$ cat src/include/opd_regs.vh
// constants for the operand field decoder
`ifndef OPD_REGS_VH
`define OPD_REGS_VH

// operand format codes, given with the opcode byte
`define OPD_FMT_NULL 4'h0
`define OPD_FMT_DEBUG 4'h1
`define OPD_FMT_DIRECT 4'h2
`define OPD_FMT_EXT 4'h3
`define OPD_FMT_IMM8 4'h4
`define OPD_FMT_IMM16 4'h5
`define OPD_FMT_MASK 4'h6
`define OPD_FMT_REL8 4'h7
`define OPD_FMT_REL16 4'h8
`define OPD_FMT_INDEXED 4'h9
`define OPD_FMT_LOOP 4'ha
`define OPD_FMT_PAGE 4'hb
`define OPD_FMT_TRAP 4'hc
`define OPD_FMT_SNEVER 4'hd
`define OPD_FMT_LNEVER 4'he

// decoder states
`define OPD_ST_IDLE 2'h0
`define OPD_ST_OPND 2'h1
`define OPD_ST_FIN 2'h2

// indexed form codes reported on idx_form
`define OPD_IDX_NONE 3'h0
`define OPD_IDX_OFF5 3'h1
`define OPD_IDX_OFF9 3'h2
`define OPD_IDX_OFF16 3'h3
`define OPD_IDX_AUTO 3'h4
`define OPD_IDX_ACC 3'h5

// indexed postbyte field positions
`define OPD_PB_KIND_BIT 5
`define OPD_PB_POST_BIT 4
`define OPD_PB_DEC_BIT 3
`define OPD_PB_LONG_BIT 2
`define OPD_PB_WIDE_BIT 1
`define OPD_PB_SIGN_BIT 0
`define OPD_PB_LONG_TAG 3'h7

// base register select codes
`define OPD_REG_PC 2'h3

// sign bit of the 9-bit loop offset inside the loop postbyte
`define OPD_LOOP_SIGN_BIT 4

// legal trap number ranges
`define OPD_TRAP_LO_MIN 8'h30
`define OPD_TRAP_LO_MAX 8'h39
`define OPD_TRAP_HI_MIN 8'h40

// reset values
`define OPD_RST_WORD 16'h0000
`define OPD_RST_BYTE 8'h00

`endif

$ cat src/hdl/opd_decode.v
// operand field decoder: collects operand bytes after an opcode and decodes them
//
// Notes on behaviour
// RQ1: debug-entry opcode enters background debug state only when enabled; else just continues.
// RQ2: short and long branch-never consume their offset bytes but never branch.
// RQ3: null operation only advances the program counter; nothing else changes.
// RQ4: direct operand byte is the low address byte; upper byte forced to zero.
// RQ5: bit-manipulation mask byte: each set bit marks an operand bit affected.
// RQ6: short branch offset is signed byte, added to address after the offset.
// RQ7: long branch offset is 16 bits, high byte first then low byte.
// RQ8: 16-bit index offset high byte first; 9-bit offset low eight bits follow.
// RQ9: 16-bit immediate is high byte first, low byte second.
// RQ10: extended address is high byte first and spans the whole 64K space.
// RQ11: every indexed form starts with one 8-bit postbyte; its value sets how many offset bytes follow.
// RQ12: auto increment and decrement amounts run from 1 to 8 only.
// RQ13: short indexed offset is 5-bit signed, sign-extended over -16 to +15.
// RQ14: 9-bit indexed offset covers -256 to +255.
// RQ15: loop offset sign comes from the loop postbyte, low eight bits follow.
// RQ16: PC-relative indexed base is the address after the instruction's last byte.
// RQ17: long relative target is the 16-bit offset plus next instruction address.
// RQ18: far-call page operand is up to 8 bits; fewer may be kept.
// RQ19: software trap number must lie in 30..39 or 40..ff hex.
`timescale 1ns/100ps
`include "opd_regs.vh"

module opd_decode #(
  parameter PAGE_W = 8
) (
  // clock and reset
  core_clk,
  sys_rst,
  // byte stream from instruction memory
  in_valid,
  in_ready,
  in_first,
  in_byte,
  in_format,
  in_addr,
  // debug control
  debug_enable,
  // decoded result
  dec_done,
  dec_format,
  next_addr,
  oper_addr,
  imm_value,
  bit_mask,
  offset,
  branch_target,
  branch_take,
  enter_debug,
  idx_form,
  idx_reg,
  idx_amount,
  idx_dec,
  idx_post,
  idx_base,
  loop_postbyte,
  page_value,
  trap_number,
  trap_legal
);
  input core_clk;
  input sys_rst;
  input in_valid;
  output in_ready;
  input in_first;
  input [7:0] in_byte;
  input [3:0] in_format;
  input [15:0] in_addr;
  input debug_enable;
  output dec_done;
  output [3:0] dec_format;
  output [15:0] next_addr;
  output [15:0] oper_addr;
  output [15:0] imm_value;
  output [7:0] bit_mask;
  output [15:0] offset;
  output [15:0] branch_target;
  output branch_take;
  output enter_debug;
  output [2:0] idx_form;
  output [1:0] idx_reg;
  output [3:0] idx_amount;
  output idx_dec;
  output idx_post;
  output [15:0] idx_base;
  output [7:0] loop_postbyte;
  output [PAGE_W-1:0] page_value;
  output [7:0] trap_number;
  output trap_legal;

  wire core_clk;
  wire sys_rst;
  wire in_valid;
  wire in_first;
  wire [7:0] in_byte;
  wire [3:0] in_format;
  wire [15:0] in_addr;
  wire debug_enable;

  // operand bytes that follow each format's opcode, counting only the postbyte for indexed
  function [1:0] fmt_len;
    input [3:0] f;
    begin
      case (f)
        `OPD_FMT_DIRECT, `OPD_FMT_IMM8, `OPD_FMT_MASK, `OPD_FMT_REL8,
        `OPD_FMT_INDEXED, `OPD_FMT_TRAP, `OPD_FMT_SNEVER: fmt_len = 2'd1;
        `OPD_FMT_EXT, `OPD_FMT_IMM16, `OPD_FMT_REL16, `OPD_FMT_LOOP,
        `OPD_FMT_LNEVER: fmt_len = 2'd2;
        `OPD_FMT_PAGE: fmt_len = 2'd3;
        default: fmt_len = 2'd0;
      endcase
    end
  endfunction

  // bytes that follow an indexed postbyte
  function [1:0] idx_extra;
    input [7:0] pbyte;
    begin
      if (pbyte[7:5] == `OPD_PB_LONG_TAG && !pbyte[`OPD_PB_LONG_BIT]) begin
        idx_extra = pbyte[`OPD_PB_WIDE_BIT] ? 2'd2 : 2'd1; // [RQ8]
      end else begin
        idx_extra = 2'd0;
      end
    end
  endfunction

  function [15:0] sext8;
    input [7:0] v;
    begin
      sext8 = {{8{v[7]}}, v};
    end
  endfunction

  function [15:0] sext9;
    input s;
    input [7:0] v;
    begin
      sext9 = {{8{s}}, v};
    end
  endfunction

  reg [1:0] state_reg;
  reg [3:0] fmt_reg;
  reg [15:0] addr_reg;
  reg [2:0] len_reg;
  reg [1:0] need_reg;
  reg [1:0] cnt_reg;
  reg [7:0] b0_reg;
  reg [7:0] b1_reg;
  reg [7:0] b2_reg;

  reg done_reg;
  reg [3:0] dfmt_reg;
  reg [15:0] next_reg;
  reg [15:0] ea_reg;
  reg [15:0] imm_reg;
  reg [7:0] mask_reg;
  reg [15:0] off_reg;
  reg [15:0] tgt_reg;
  reg take_reg;
  reg dbg_reg;
  reg [2:0] form_reg;
  reg [1:0] ireg_reg;
  reg [3:0] amt_reg;
  reg dec_reg;
  reg post_reg;
  reg [15:0] base_reg;
  reg [7:0] lpb_reg;
  reg [PAGE_W-1:0] page_reg;
  reg [7:0] trap_reg;
  reg trap_ok_reg;

  // no new byte while results are being formed
  assign in_ready = (state_reg != `OPD_ST_FIN);

  wire take_byte = in_valid && in_ready;
  wire [15:0] nxt = addr_reg + {13'h0000, len_reg};

  // byte collection
  always @(posedge core_clk) begin
    if (sys_rst) begin
      state_reg <= `OPD_ST_IDLE;
      fmt_reg <= `OPD_FMT_NULL;
      addr_reg <= `OPD_RST_WORD;
      len_reg <= 3'h0;
      need_reg <= 2'h0;
      cnt_reg <= 2'h0;
      b0_reg <= `OPD_RST_BYTE;
      b1_reg <= `OPD_RST_BYTE;
      b2_reg <= `OPD_RST_BYTE;
    end else begin
      case (state_reg)
        `OPD_ST_IDLE: begin
          if (take_byte && in_first) begin
            fmt_reg <= in_format;
            addr_reg <= in_addr;
            len_reg <= 3'h1;
            need_reg <= fmt_len(in_format);
            cnt_reg <= 2'h0;
            state_reg <= (fmt_len(in_format) == 2'd0) ? `OPD_ST_FIN : `OPD_ST_OPND;
          end
        end
        `OPD_ST_OPND: begin
          if (take_byte) begin
            case (cnt_reg)
              2'd0: b0_reg <= in_byte;
              2'd1: b1_reg <= in_byte;
              default: b2_reg <= in_byte;
            endcase
            cnt_reg <= cnt_reg + 2'd1;
            len_reg <= len_reg + 3'h1;
            // the postbyte alone tells how many offset bytes follow
            if (fmt_reg == `OPD_FMT_INDEXED && cnt_reg == 2'd0) begin
              need_reg <= idx_extra(in_byte); // [RQ11]
              if (idx_extra(in_byte) == 2'd0) begin
                state_reg <= `OPD_ST_FIN;
              end
            end else begin
              need_reg <= need_reg - 2'd1;
              if (need_reg == 2'd1) begin
                state_reg <= `OPD_ST_FIN;
              end
            end
          end
        end
        `OPD_ST_FIN: begin
          state_reg <= `OPD_ST_IDLE;
        end
        default: begin
          state_reg <= `OPD_ST_IDLE;
        end
      endcase
    end
  end

  // result formation; fields not used by a format keep their last value, except branch_take and enter_debug, which drop to zero
  always @(posedge core_clk) begin
    if (sys_rst) begin
      done_reg <= 1'b0;
      dfmt_reg <= `OPD_FMT_NULL;
      next_reg <= `OPD_RST_WORD;
      ea_reg <= `OPD_RST_WORD;
      imm_reg <= `OPD_RST_WORD;
      mask_reg <= `OPD_RST_BYTE;
      off_reg <= `OPD_RST_WORD;
      tgt_reg <= `OPD_RST_WORD;
      take_reg <= 1'b0;
      dbg_reg <= 1'b0;
      form_reg <= `OPD_IDX_NONE;
      ireg_reg <= 2'h0;
      amt_reg <= 4'h0;
      dec_reg <= 1'b0;
      post_reg <= 1'b0;
      base_reg <= `OPD_RST_WORD;
      lpb_reg <= `OPD_RST_BYTE;
      page_reg <= {PAGE_W{1'b0}};
      trap_reg <= `OPD_RST_BYTE;
      trap_ok_reg <= 1'b0;
    end else begin
      done_reg <= (state_reg == `OPD_ST_FIN);
      take_reg <= 1'b0;
      dbg_reg <= 1'b0;
      if (state_reg == `OPD_ST_FIN) begin
        dfmt_reg <= fmt_reg;
        next_reg <= nxt; // [RQ3]
        case (fmt_reg)
          `OPD_FMT_DEBUG: begin
            // without debug enabled this behaves as a plain step
            dbg_reg <= debug_enable; // [RQ1]
          end
          `OPD_FMT_DIRECT: begin
            ea_reg <= {8'h00, b0_reg}; // [RQ4]
          end
          `OPD_FMT_EXT: begin
            ea_reg <= {b0_reg, b1_reg}; // [RQ10]
          end
          `OPD_FMT_IMM8: begin
            imm_reg <= {8'h00, b0_reg};
          end
          `OPD_FMT_IMM16: begin
            imm_reg <= {b0_reg, b1_reg}; // [RQ9]
          end
          `OPD_FMT_MASK: begin
            mask_reg <= b0_reg; // [RQ5]
          end
          `OPD_FMT_REL8: begin
            off_reg <= sext8(b0_reg);
            tgt_reg <= nxt + sext8(b0_reg); // [RQ6]
            take_reg <= 1'b1;
          end
          `OPD_FMT_REL16: begin
            off_reg <= {b0_reg, b1_reg}; // [RQ7]
            tgt_reg <= nxt + {b0_reg, b1_reg}; // [RQ17]
            take_reg <= 1'b1;
          end
          `OPD_FMT_SNEVER: begin
            // offset kept for inspection, flow stays sequential
            off_reg <= sext8(b0_reg);
            tgt_reg <= nxt; // [RQ2]
          end
          `OPD_FMT_LNEVER: begin
            off_reg <= {b0_reg, b1_reg};
            tgt_reg <= nxt; // [RQ2]
          end
          `OPD_FMT_LOOP: begin
            lpb_reg <= b0_reg;
            off_reg <= sext9(b0_reg[`OPD_LOOP_SIGN_BIT], b1_reg); // [RQ15]
            tgt_reg <= nxt + sext9(b0_reg[`OPD_LOOP_SIGN_BIT], b1_reg);
          end
          `OPD_FMT_PAGE: begin
            ea_reg <= {b0_reg, b1_reg};
            // narrower page registers simply drop the upper bits
            page_reg <= b2_reg[PAGE_W-1:0]; // [RQ18]
          end
          `OPD_FMT_TRAP: begin
            trap_reg <= b0_reg;
            trap_ok_reg <= (b0_reg >= `OPD_TRAP_LO_MIN && b0_reg <= `OPD_TRAP_LO_MAX) ||
                           (b0_reg >= `OPD_TRAP_HI_MIN); // [RQ19]
          end
          `OPD_FMT_INDEXED: begin
            base_reg <= nxt; // [RQ16]
            amt_reg <= 4'h0;
            dec_reg <= 1'b0;
            post_reg <= 1'b0;
            if (!b0_reg[`OPD_PB_KIND_BIT]) begin
              form_reg <= `OPD_IDX_OFF5;
              ireg_reg <= b0_reg[7:6];
              off_reg <= {{11{b0_reg[4]}}, b0_reg[4:0]}; // [RQ13]
            end else if (b0_reg[7:5] == `OPD_PB_LONG_TAG) begin
              ireg_reg <= b0_reg[4:3];
              if (b0_reg[`OPD_PB_LONG_BIT]) begin
                form_reg <= `OPD_IDX_ACC;
              end else if (!b0_reg[`OPD_PB_WIDE_BIT]) begin
                form_reg <= `OPD_IDX_OFF9;
                off_reg <= sext9(b0_reg[`OPD_PB_SIGN_BIT], b1_reg); // [RQ14]
              end else begin
                form_reg <= `OPD_IDX_OFF16;
                off_reg <= {b1_reg, b2_reg}; // [RQ8]
              end
            end else begin
              // auto adjust: low nibble is 0..7 for +1..+8, or -1..-8 in two's complement
              form_reg <= `OPD_IDX_AUTO;
              ireg_reg <= b0_reg[7:6];
              dec_reg <= b0_reg[`OPD_PB_DEC_BIT];
              post_reg <= b0_reg[`OPD_PB_POST_BIT];
              amt_reg <= b0_reg[`OPD_PB_DEC_BIT] ? (4'h0 - b0_reg[3:0])
                                                  : (b0_reg[3:0] + 4'h1); // [RQ12]
            end
          end
          default: begin
            // null operation: only next_addr moves
          end
        endcase
      end
    end
  end

  assign dec_done = done_reg;
  assign dec_format = dfmt_reg;
  assign next_addr = next_reg;
  assign oper_addr = ea_reg;
  assign imm_value = imm_reg;
  assign bit_mask = mask_reg;
  assign offset = off_reg;
  assign branch_target = tgt_reg;
  assign branch_take = take_reg;
  assign enter_debug = dbg_reg;
  assign idx_form = form_reg;
  assign idx_reg = ireg_reg;
  assign idx_amount = amt_reg;
  assign idx_dec = dec_reg;
  assign idx_post = post_reg;
  assign idx_base = base_reg;
  assign loop_postbyte = lpb_reg;
  assign page_value = page_reg;
  assign trap_number = trap_reg;
  assign trap_legal = trap_ok_reg;

endmodule

$ cat config.mk
export PLATFORM = sky130hd
export DESIGN_NAME = opd_decode
export DESIGN_NICKNAME = d
export VERILOG_FILES = /design/src/hdl/opd_decode.v
export VERILOG_INCLUDE_DIRS = /design/src /design/src/include
export SDC_FILE = /design/constraint.sdc
export NUM_CORES = 1
export LEC_CHECK = 0
export ABC_AREA = 1
export BUFFER_PORTS_ARGS = -buffer_cell sky130_fd_sc_hd__buf_2
export CAP_MARGIN = 20
export CORE_UTILIZATION = 50
export DETAILED_ROUTE_END_ITERATION = 6
export PLACE_DENSITY = 0.83
export REMOVE_ABC_BUFFERS = 1
export SLEW_MARGIN = 10
export SYNTH_ARGS = -nofsm -noshare
export SYNTH_HDL_FRONTEND = slang
export SYNTH_SLANG_ARGS = --single-unit
$ cat constraint.sdc
create_clock -name core_clk -period 3.5 [get_ports core_clk]
set_clock_uncertainty 0.1 [all_clocks]
set_input_delay 0.7 -clock core_clk [delete_from_list [all_inputs] [get_ports core_clk]]
set_output_delay 0.7 -clock core_clk [all_outputs]
set_load 0.03 [all_outputs]
* After elaboration in Yosys (flattened, before gate mapping)
Memories as Yosys holds them, arrays and structs flattened.
Cells that the tools add are included.
** Storage, ports and cells
- Flip-flop bits (word level) :: 200
- Bits in read-only memories :: 64
- Input port bits :: 33
- Output and inout port bits :: 148
- Logic and storage cells :: 160
- Memories kept :: 2
** Cells by class
- $add $sub $neg :: 9
- $lt $le $gt $ge :: 3
- Eq/ne operators :: 27
- Muxes and demuxes :: 48
- Bitwise gates (word level) :: 3
- Reductions and logical operators :: 39
** Memories
- (no name shown) :: words 16, bits a word 2, read ports 1, clocked after Yosys merged registers in 0, wr ports 0, line opd_decode.v:106 : case (f)
- (no name shown) :: words 16, bits a word 2, read ports 1, clocked after Yosys merged registers in 0, wr ports 0, line opd_decode.v:106
** Operators by type and width (number)
- 16-bit one-hot mux with 4 select lines :: 2
- 16-bit 2-to-1 mux :: 4
- 16-bit one-hot mux with 2 select lines :: 2
- 16-bit adder :: 3
- 2-bit 2-to-1 mux :: 22
- 4-bit == test, second input constant :: 7
- 2-bit AND reduction :: 9
- 16-bit by 3-bit adder with 16-bit output :: 1
- 4-bit by 3-bit == test with 1-bit output, second input constant :: 4
- 3-bit 2-to-1 mux :: 5
- 2-bit OR reduction :: 7
- 4-bit 2-to-1 mux :: 3
- 2-bit one-hot mux with 2 select lines :: 3
- 3-bit AND reduction :: 4
- 3-bit != test, second input constant :: 3
- 4-bit by 2-bit == test with 1-bit output, second input constant :: 2
- 8-bit by 6-bit >= comparator with 1-bit output, second input constant :: 1
- 8-bit by 7-bit >= comparator with 1-bit output, second input constant :: 1
- 8-bit by 6-bit <= comparator with 1-bit output, second input constant :: 1
- 2-bit logical NOT :: 4
- 4-bit AND reduction :: 2
- 4-bit nonzero test :: 2
- 2-bit by 1-bit == test with 1-bit output, second input constant :: 3
- 3-bit == test, second input constant :: 2
- 17 further kinds :: 32

* Logic depth before layout (Yosys ltp)
- Depth in word-level cells :: 12
- Gate-level depth with buffers :: 24
- Depth with buffers taken out :: 24

* Least setup slack after synthesis
Ideal clock, no wire load.
- Kind :: register to register
- Start :: register len_reg[0]
- End :: register tgt_reg[15], in the netlist branch_target[15]
- Setup time :: 0.131 ns
- Data arrival time :: 2.919 ns
- Data required time :: 3.269 ns
- Path slack :: 0.351 ns
- Stages on the path, launching flop included :: 25
- Clock period less this slack :: 3.149 ns
- Cell sequence :: dfxtp_1 ha_1 inv_1 fa_1 inv_1 nand3_1 nand2_1 nand3_1 xnor2_1 ha_1 nand2_1 inv_1 a21oi_1 nand2_1 and2_1 nand3_1 nand2_1 nand2_1 nand2_2 nand2_2 nand2_1 nand2_1 nand3_1 nand2_1 a21oi_2
** Between the ends
- Cells in the longest elaborated chain, start to end :: 3
- Elaborated cells on any way between the ends :: 5
** RTL lines
- from (decl) :: line opd_decode.v:147 : reg [2:0] len_reg;
- from (signal assigned) :: line opd_decode.v:213 : len_reg <= len_reg + 3'h1;
- 16-bit by 3-bit adder with 16-bit output * :: line opd_decode.v:179 : wire [15:0] nxt = addr_reg + {13'h0000, len_reg};
- via nxt[6] :: line opd_decode.v:179
- 16-bit adder (on tied branches) :: line opd_decode.v:310, opd_decode.v:290, opd_decode.v:295
- 16-bit one-hot mux with 4 select lines * :: line opd_decode.v:268 : case (fmt_reg)
- to (signal assigned) :: line opd_decode.v:290 : tgt_reg <= nxt + sext8(b0_reg);
- to (signal assigned) :: line opd_decode.v:305 : tgt_reg <= nxt;
- to (signal assigned) :: line opd_decode.v:310 : tgt_reg <= nxt + sext9(b0_reg[`OPD_LOOP_SIGN_BIT], b1_reg);
- to (decl) :: line opd_decode.v:161 : reg [15:0] tgt_reg;
The timed path passes the listed nets; every way through them passes the cells marked *.
A chain may end at the register's enable or synchronous reset.

* Worst setup path in the final report
- Start :: register addr_reg[0]
- End :: register tgt_reg[15], in the netlist branch_target[15]
** Between the ends
- Cells in the longest elaborated chain, start to end :: 3
- Elaborated cells on any way between the ends :: 5
** RTL lines
- from (decl) :: line opd_decode.v:146 : reg [15:0] addr_reg;
- from (signal assigned) :: line opd_decode.v:186 : addr_reg <= `OPD_RST_WORD;
- from (signal assigned) :: line opd_decode.v:198 : addr_reg <= in_addr;
- 16-bit by 3-bit adder with 16-bit output * :: line opd_decode.v:179
- via nxt[6] :: line opd_decode.v:179
- 16-bit adder (on tied branches) :: line opd_decode.v:310, opd_decode.v:290, opd_decode.v:295
- 16-bit one-hot mux with 4 select lines * :: line opd_decode.v:268
Marked as above.

==> qor.csv <==
metric;value;unit
final_area;11200;um^2
ys_seq_area_share;42.7;%
maxCapViolCount;0;
critical_path_depth;24;
first_pass_iters;7;
initial_core_util;51.7;%
worst_path_largest_cell_delay;380;ps
die_x;139;um
async_flop_share;0;%
p_per_area;497;nW/um^2
insertion_delay;440;ps
grt_pass1_wl;44800;um
crit_start;addr_reg[0];
synthesis.area;9380;um^2
vdd_drop_max;352;uV
cp_common_cell;nand2_1;
violations;design-rule violations;
synthCells;1277;
path_delay_family;simple AND/OR/NAND/NOR gates;
via_count;9559;
ys_ff_latch;200;
synth_top_area_share;42.7;%
drtIter0Drc;1104;
cp.arrival;3500;ps
cp-endpoint;branch_target[15];
post-place-ws;107;ps
hp-class;reg2reg;
ys_types;53;
fp.dieArea;19300;um^2
n_fill_cell;1631;
critPathBufInv;3;
setup_violations;0;
timing.rr.start;addr_reg[0];
ant_nets;0;
drive_gt1_share;21.6;%
cts_max_level;4;
r2r_slack;200;ps
grt_busiest_layer;met2;
grt_pass1_vias;8472;
worst_pin_slew;866;ps
synth_flop_cell;dfxtp_1;
met1_usage;40.5;%
portBuffers;180;
critPathRequiredTime;3690;ps
grtUsageTotal;29.4;%
drt-total-wl;29100;um
synth.most_common_cell;nand2_1;
grt_overflow;0;
cts-root-buf;clkbuf_16;
grt_max_degree;54;
fin_cells;1694;
cpMaxStageDelayCell;dfxtp_1;
final_nets;1512;
clkSinkCount;200;
areaGrowthSynthToFinish;19.8;%
synth_warnings;0;
power;5.58;mW
cp_cell_sequence;ha_4, inv_1, fa_2, inv_1, nand3_1, nand2_2, nand3_2, xnor2_2, ha_4, nand2_1, inv_1, a21oi_1, nand2_1, and2_1, nand3_1, nand2_1, nand2_1, nand2_2, nand2_2, nand2_1, nand2_1, nand3_1, nand2_1, a21oi_2;
outcome;finished, violations left;
critical_path_class;reg2reg;
drcViolationCount;13;
cts_buffers;17;
postPlaceCellArea;10600;um^2
use_met3;6.46;%
drt-vias-per-instance;5.64;
antenna_found_initial;0;
avgRoutedWirePerCell;17.2;um
worst_r2r_path_depth;24;
synth.avg_cell_area;7.35;um^2
leakage;5.17;nW
hold_buffers;0;
place_inst;1661;
rows;49;
worst_slack;199;ps
gp_congestion;0.947;
met2_usage;45.8;%
core;18100;um^2
endpoint_kind;register;
die_y;139;um
critPathLaunchType;register;
io-pin-count;181;
synth_edf_count;0;
period_share;94.3;%
synth_area_leader_cell;dfxtp_1;
slew_viol_final;0;
final.min_clock_period;3300;ps
slew_headroom;41.8;%
r2r-end;branch_target[15];
antenna_cells;0;
critPathMaxFanout;5;
cts_tree;done;
finalHoldViolations;0;
clock.fmax;303;MHz
hp-start;imm_value[14];
clk_pin_slew;70;ps
dp_hpwl;20800;um
synth_area_leaders;dfxtp_1 43%, o21ai_0 9.9%, a21oi_1 8.5%;
clockBufferDepth;2;
synthTopCellsByCount;201 x nand2_1, 200 x dfxtp_1, 186 x o21ai_0, 160 x a21oi_1, 135 x nor2_1;
-- what timing repair did --
action | CTS | global route
resized for setup | 0 | 13
endpoints found under the setup margin | 0 | 6
setup buffers | 0 | 2
-- layout make-up --
| cell class | count | area [um^2] | area share (%) |
|---|---|---|---|
| Clock inverter | 11 | 109 | 0.968 |
| Clock buffer | 20 | 467 | 4.15 |
| Tap cell | 229 | 287 | 2.55 |
| Sequential cell | 200 | 4010 | 35.6 |
| Inverter | 118 | 445 | 3.96 |
| Timing Repair Buffer | 222 | 1220 | 10.8 |
| Multi-Input combinational cell | 894 | 4710 | 41.9 |
-- worst min path at each step --
stage                          endpoint  slack (ps)  cells after the start
after floorplan              cnt_reg[1]         330                      2
after global placement      idx_base[2]         350                      2
after detailed placement  imm_value[15]         350                      2
after CTS                 imm_value[15]         370                      2
after global routing      imm_value[14]         390                      2
final                     imm_value[14]         370                      2
-- metal layers --
metal | wire length [um] | vias to the layer above
met2 | 12900 | 503
met1 | 12500 | 4350
met3 | 3010 | 69
li1 | - | 4637
met4 | 664 | 0
met5 | 0 | -
-- where the power goes --
group	total, mW	internal [mW]	leakage [nW]	switching, mW
Combinational	1.19	0.359	3.27	0.828
Clock	1.92	0.993	0.287	0.924
Sequential	2.48	2.38	1.62	0.0965
Total	5.58	3.73	5.17	1.85
-- stage by stage --
stage | utilization (%) | setup TNS, ps | hold slack [ps]
2_1_floorplan | - | 0 | 335
5_1_grt | 61.9 | -3.36 | 387
3_5_place_dp | 58.3 | 0 | 354
6_report | 61.9 | 0 | 365
3_3_place_gp | 58.3 | 0 | 346
4_1_cts | 61.5 | 0 | 365
-- cell families (layout without fill, tap and decap cells) --
group	Yosys count	count (layout)	share of synthesized area (%)
DFF	200	200	42.7
and+or+nand+nor	440	440	20.1
AOI/OAI and AO/OA	414	414	24.5
xor gates and xnor gates	14	14	1.31
adders and majority gates	26	26	3.63
buffers and inverters	183	371	7.83
-- placed cells by master, fill, tap and decap left out, drive strengths merged --
| master | Yosys | layout |
|---|---|---|
| buf | 17 | 222 |
| nand2 | 211 | 211 |
| dfxtp | 200 | 200 |
| o21ai | 191 | 191 |
| a21oi | 163 | 163 |
| nor2 | 144 | 144 |
| inv | 114 | 121 |
| nand3 | 64 | 64 |
| a31oi | 24 | 24 |
| ha | 24 | 24 |
| clkbuf | 48 | 20 |
| xor2 | 10 | 10 |
| o211ai | 8 | 8 |
| clkinv | 4 | 8 |
| nor3 | 7 | 7 |
| o21bai | 6 | 6 |
| or2 | 6 | 6 |
| xnor2 | 4 | 4 |
| a221oi | 4 | 4 |
| nor4 | 4 | 4 |
| a211oi | 4 | 4 |
| nand4 | 3 | 3 |
| a22oi | 3 | 3 |
| o21a | 3 | 3 |
| o31ai | 2 | 2 |
| fa | 2 | 2 |
| a311oi | 1 | 1 |
| o22ai | 1 | 1 |
| and2 | 1 | 1 |
| o311ai | 1 | 1 |
| a41oi | 1 | 1 |
| a32oi | 1 | 1 |
| o221ai | 1 | 1 |
-- worst register-to-register path, stage by stage, from the launching register on --
cell,delay [ps]
dfxtp_1,380
ha_4,160
inv_1,50
fa_2,350
inv_1,60
nand3_1,70
nand2_2,140
nand3_2,100
xnor2_2,240
ha_4,240
nand2_1,80
inv_1,40
a21oi_1,130
nand2_1,70
and2_1,150
nand3_1,120
nand2_1,90
nand2_1,90
nand2_2,80
nand2_2,70
nand2_1,50
nand2_1,60
nand3_1,60
nand2_1,110
a21oi_2,50
Power figures use the tool's default switching activity.
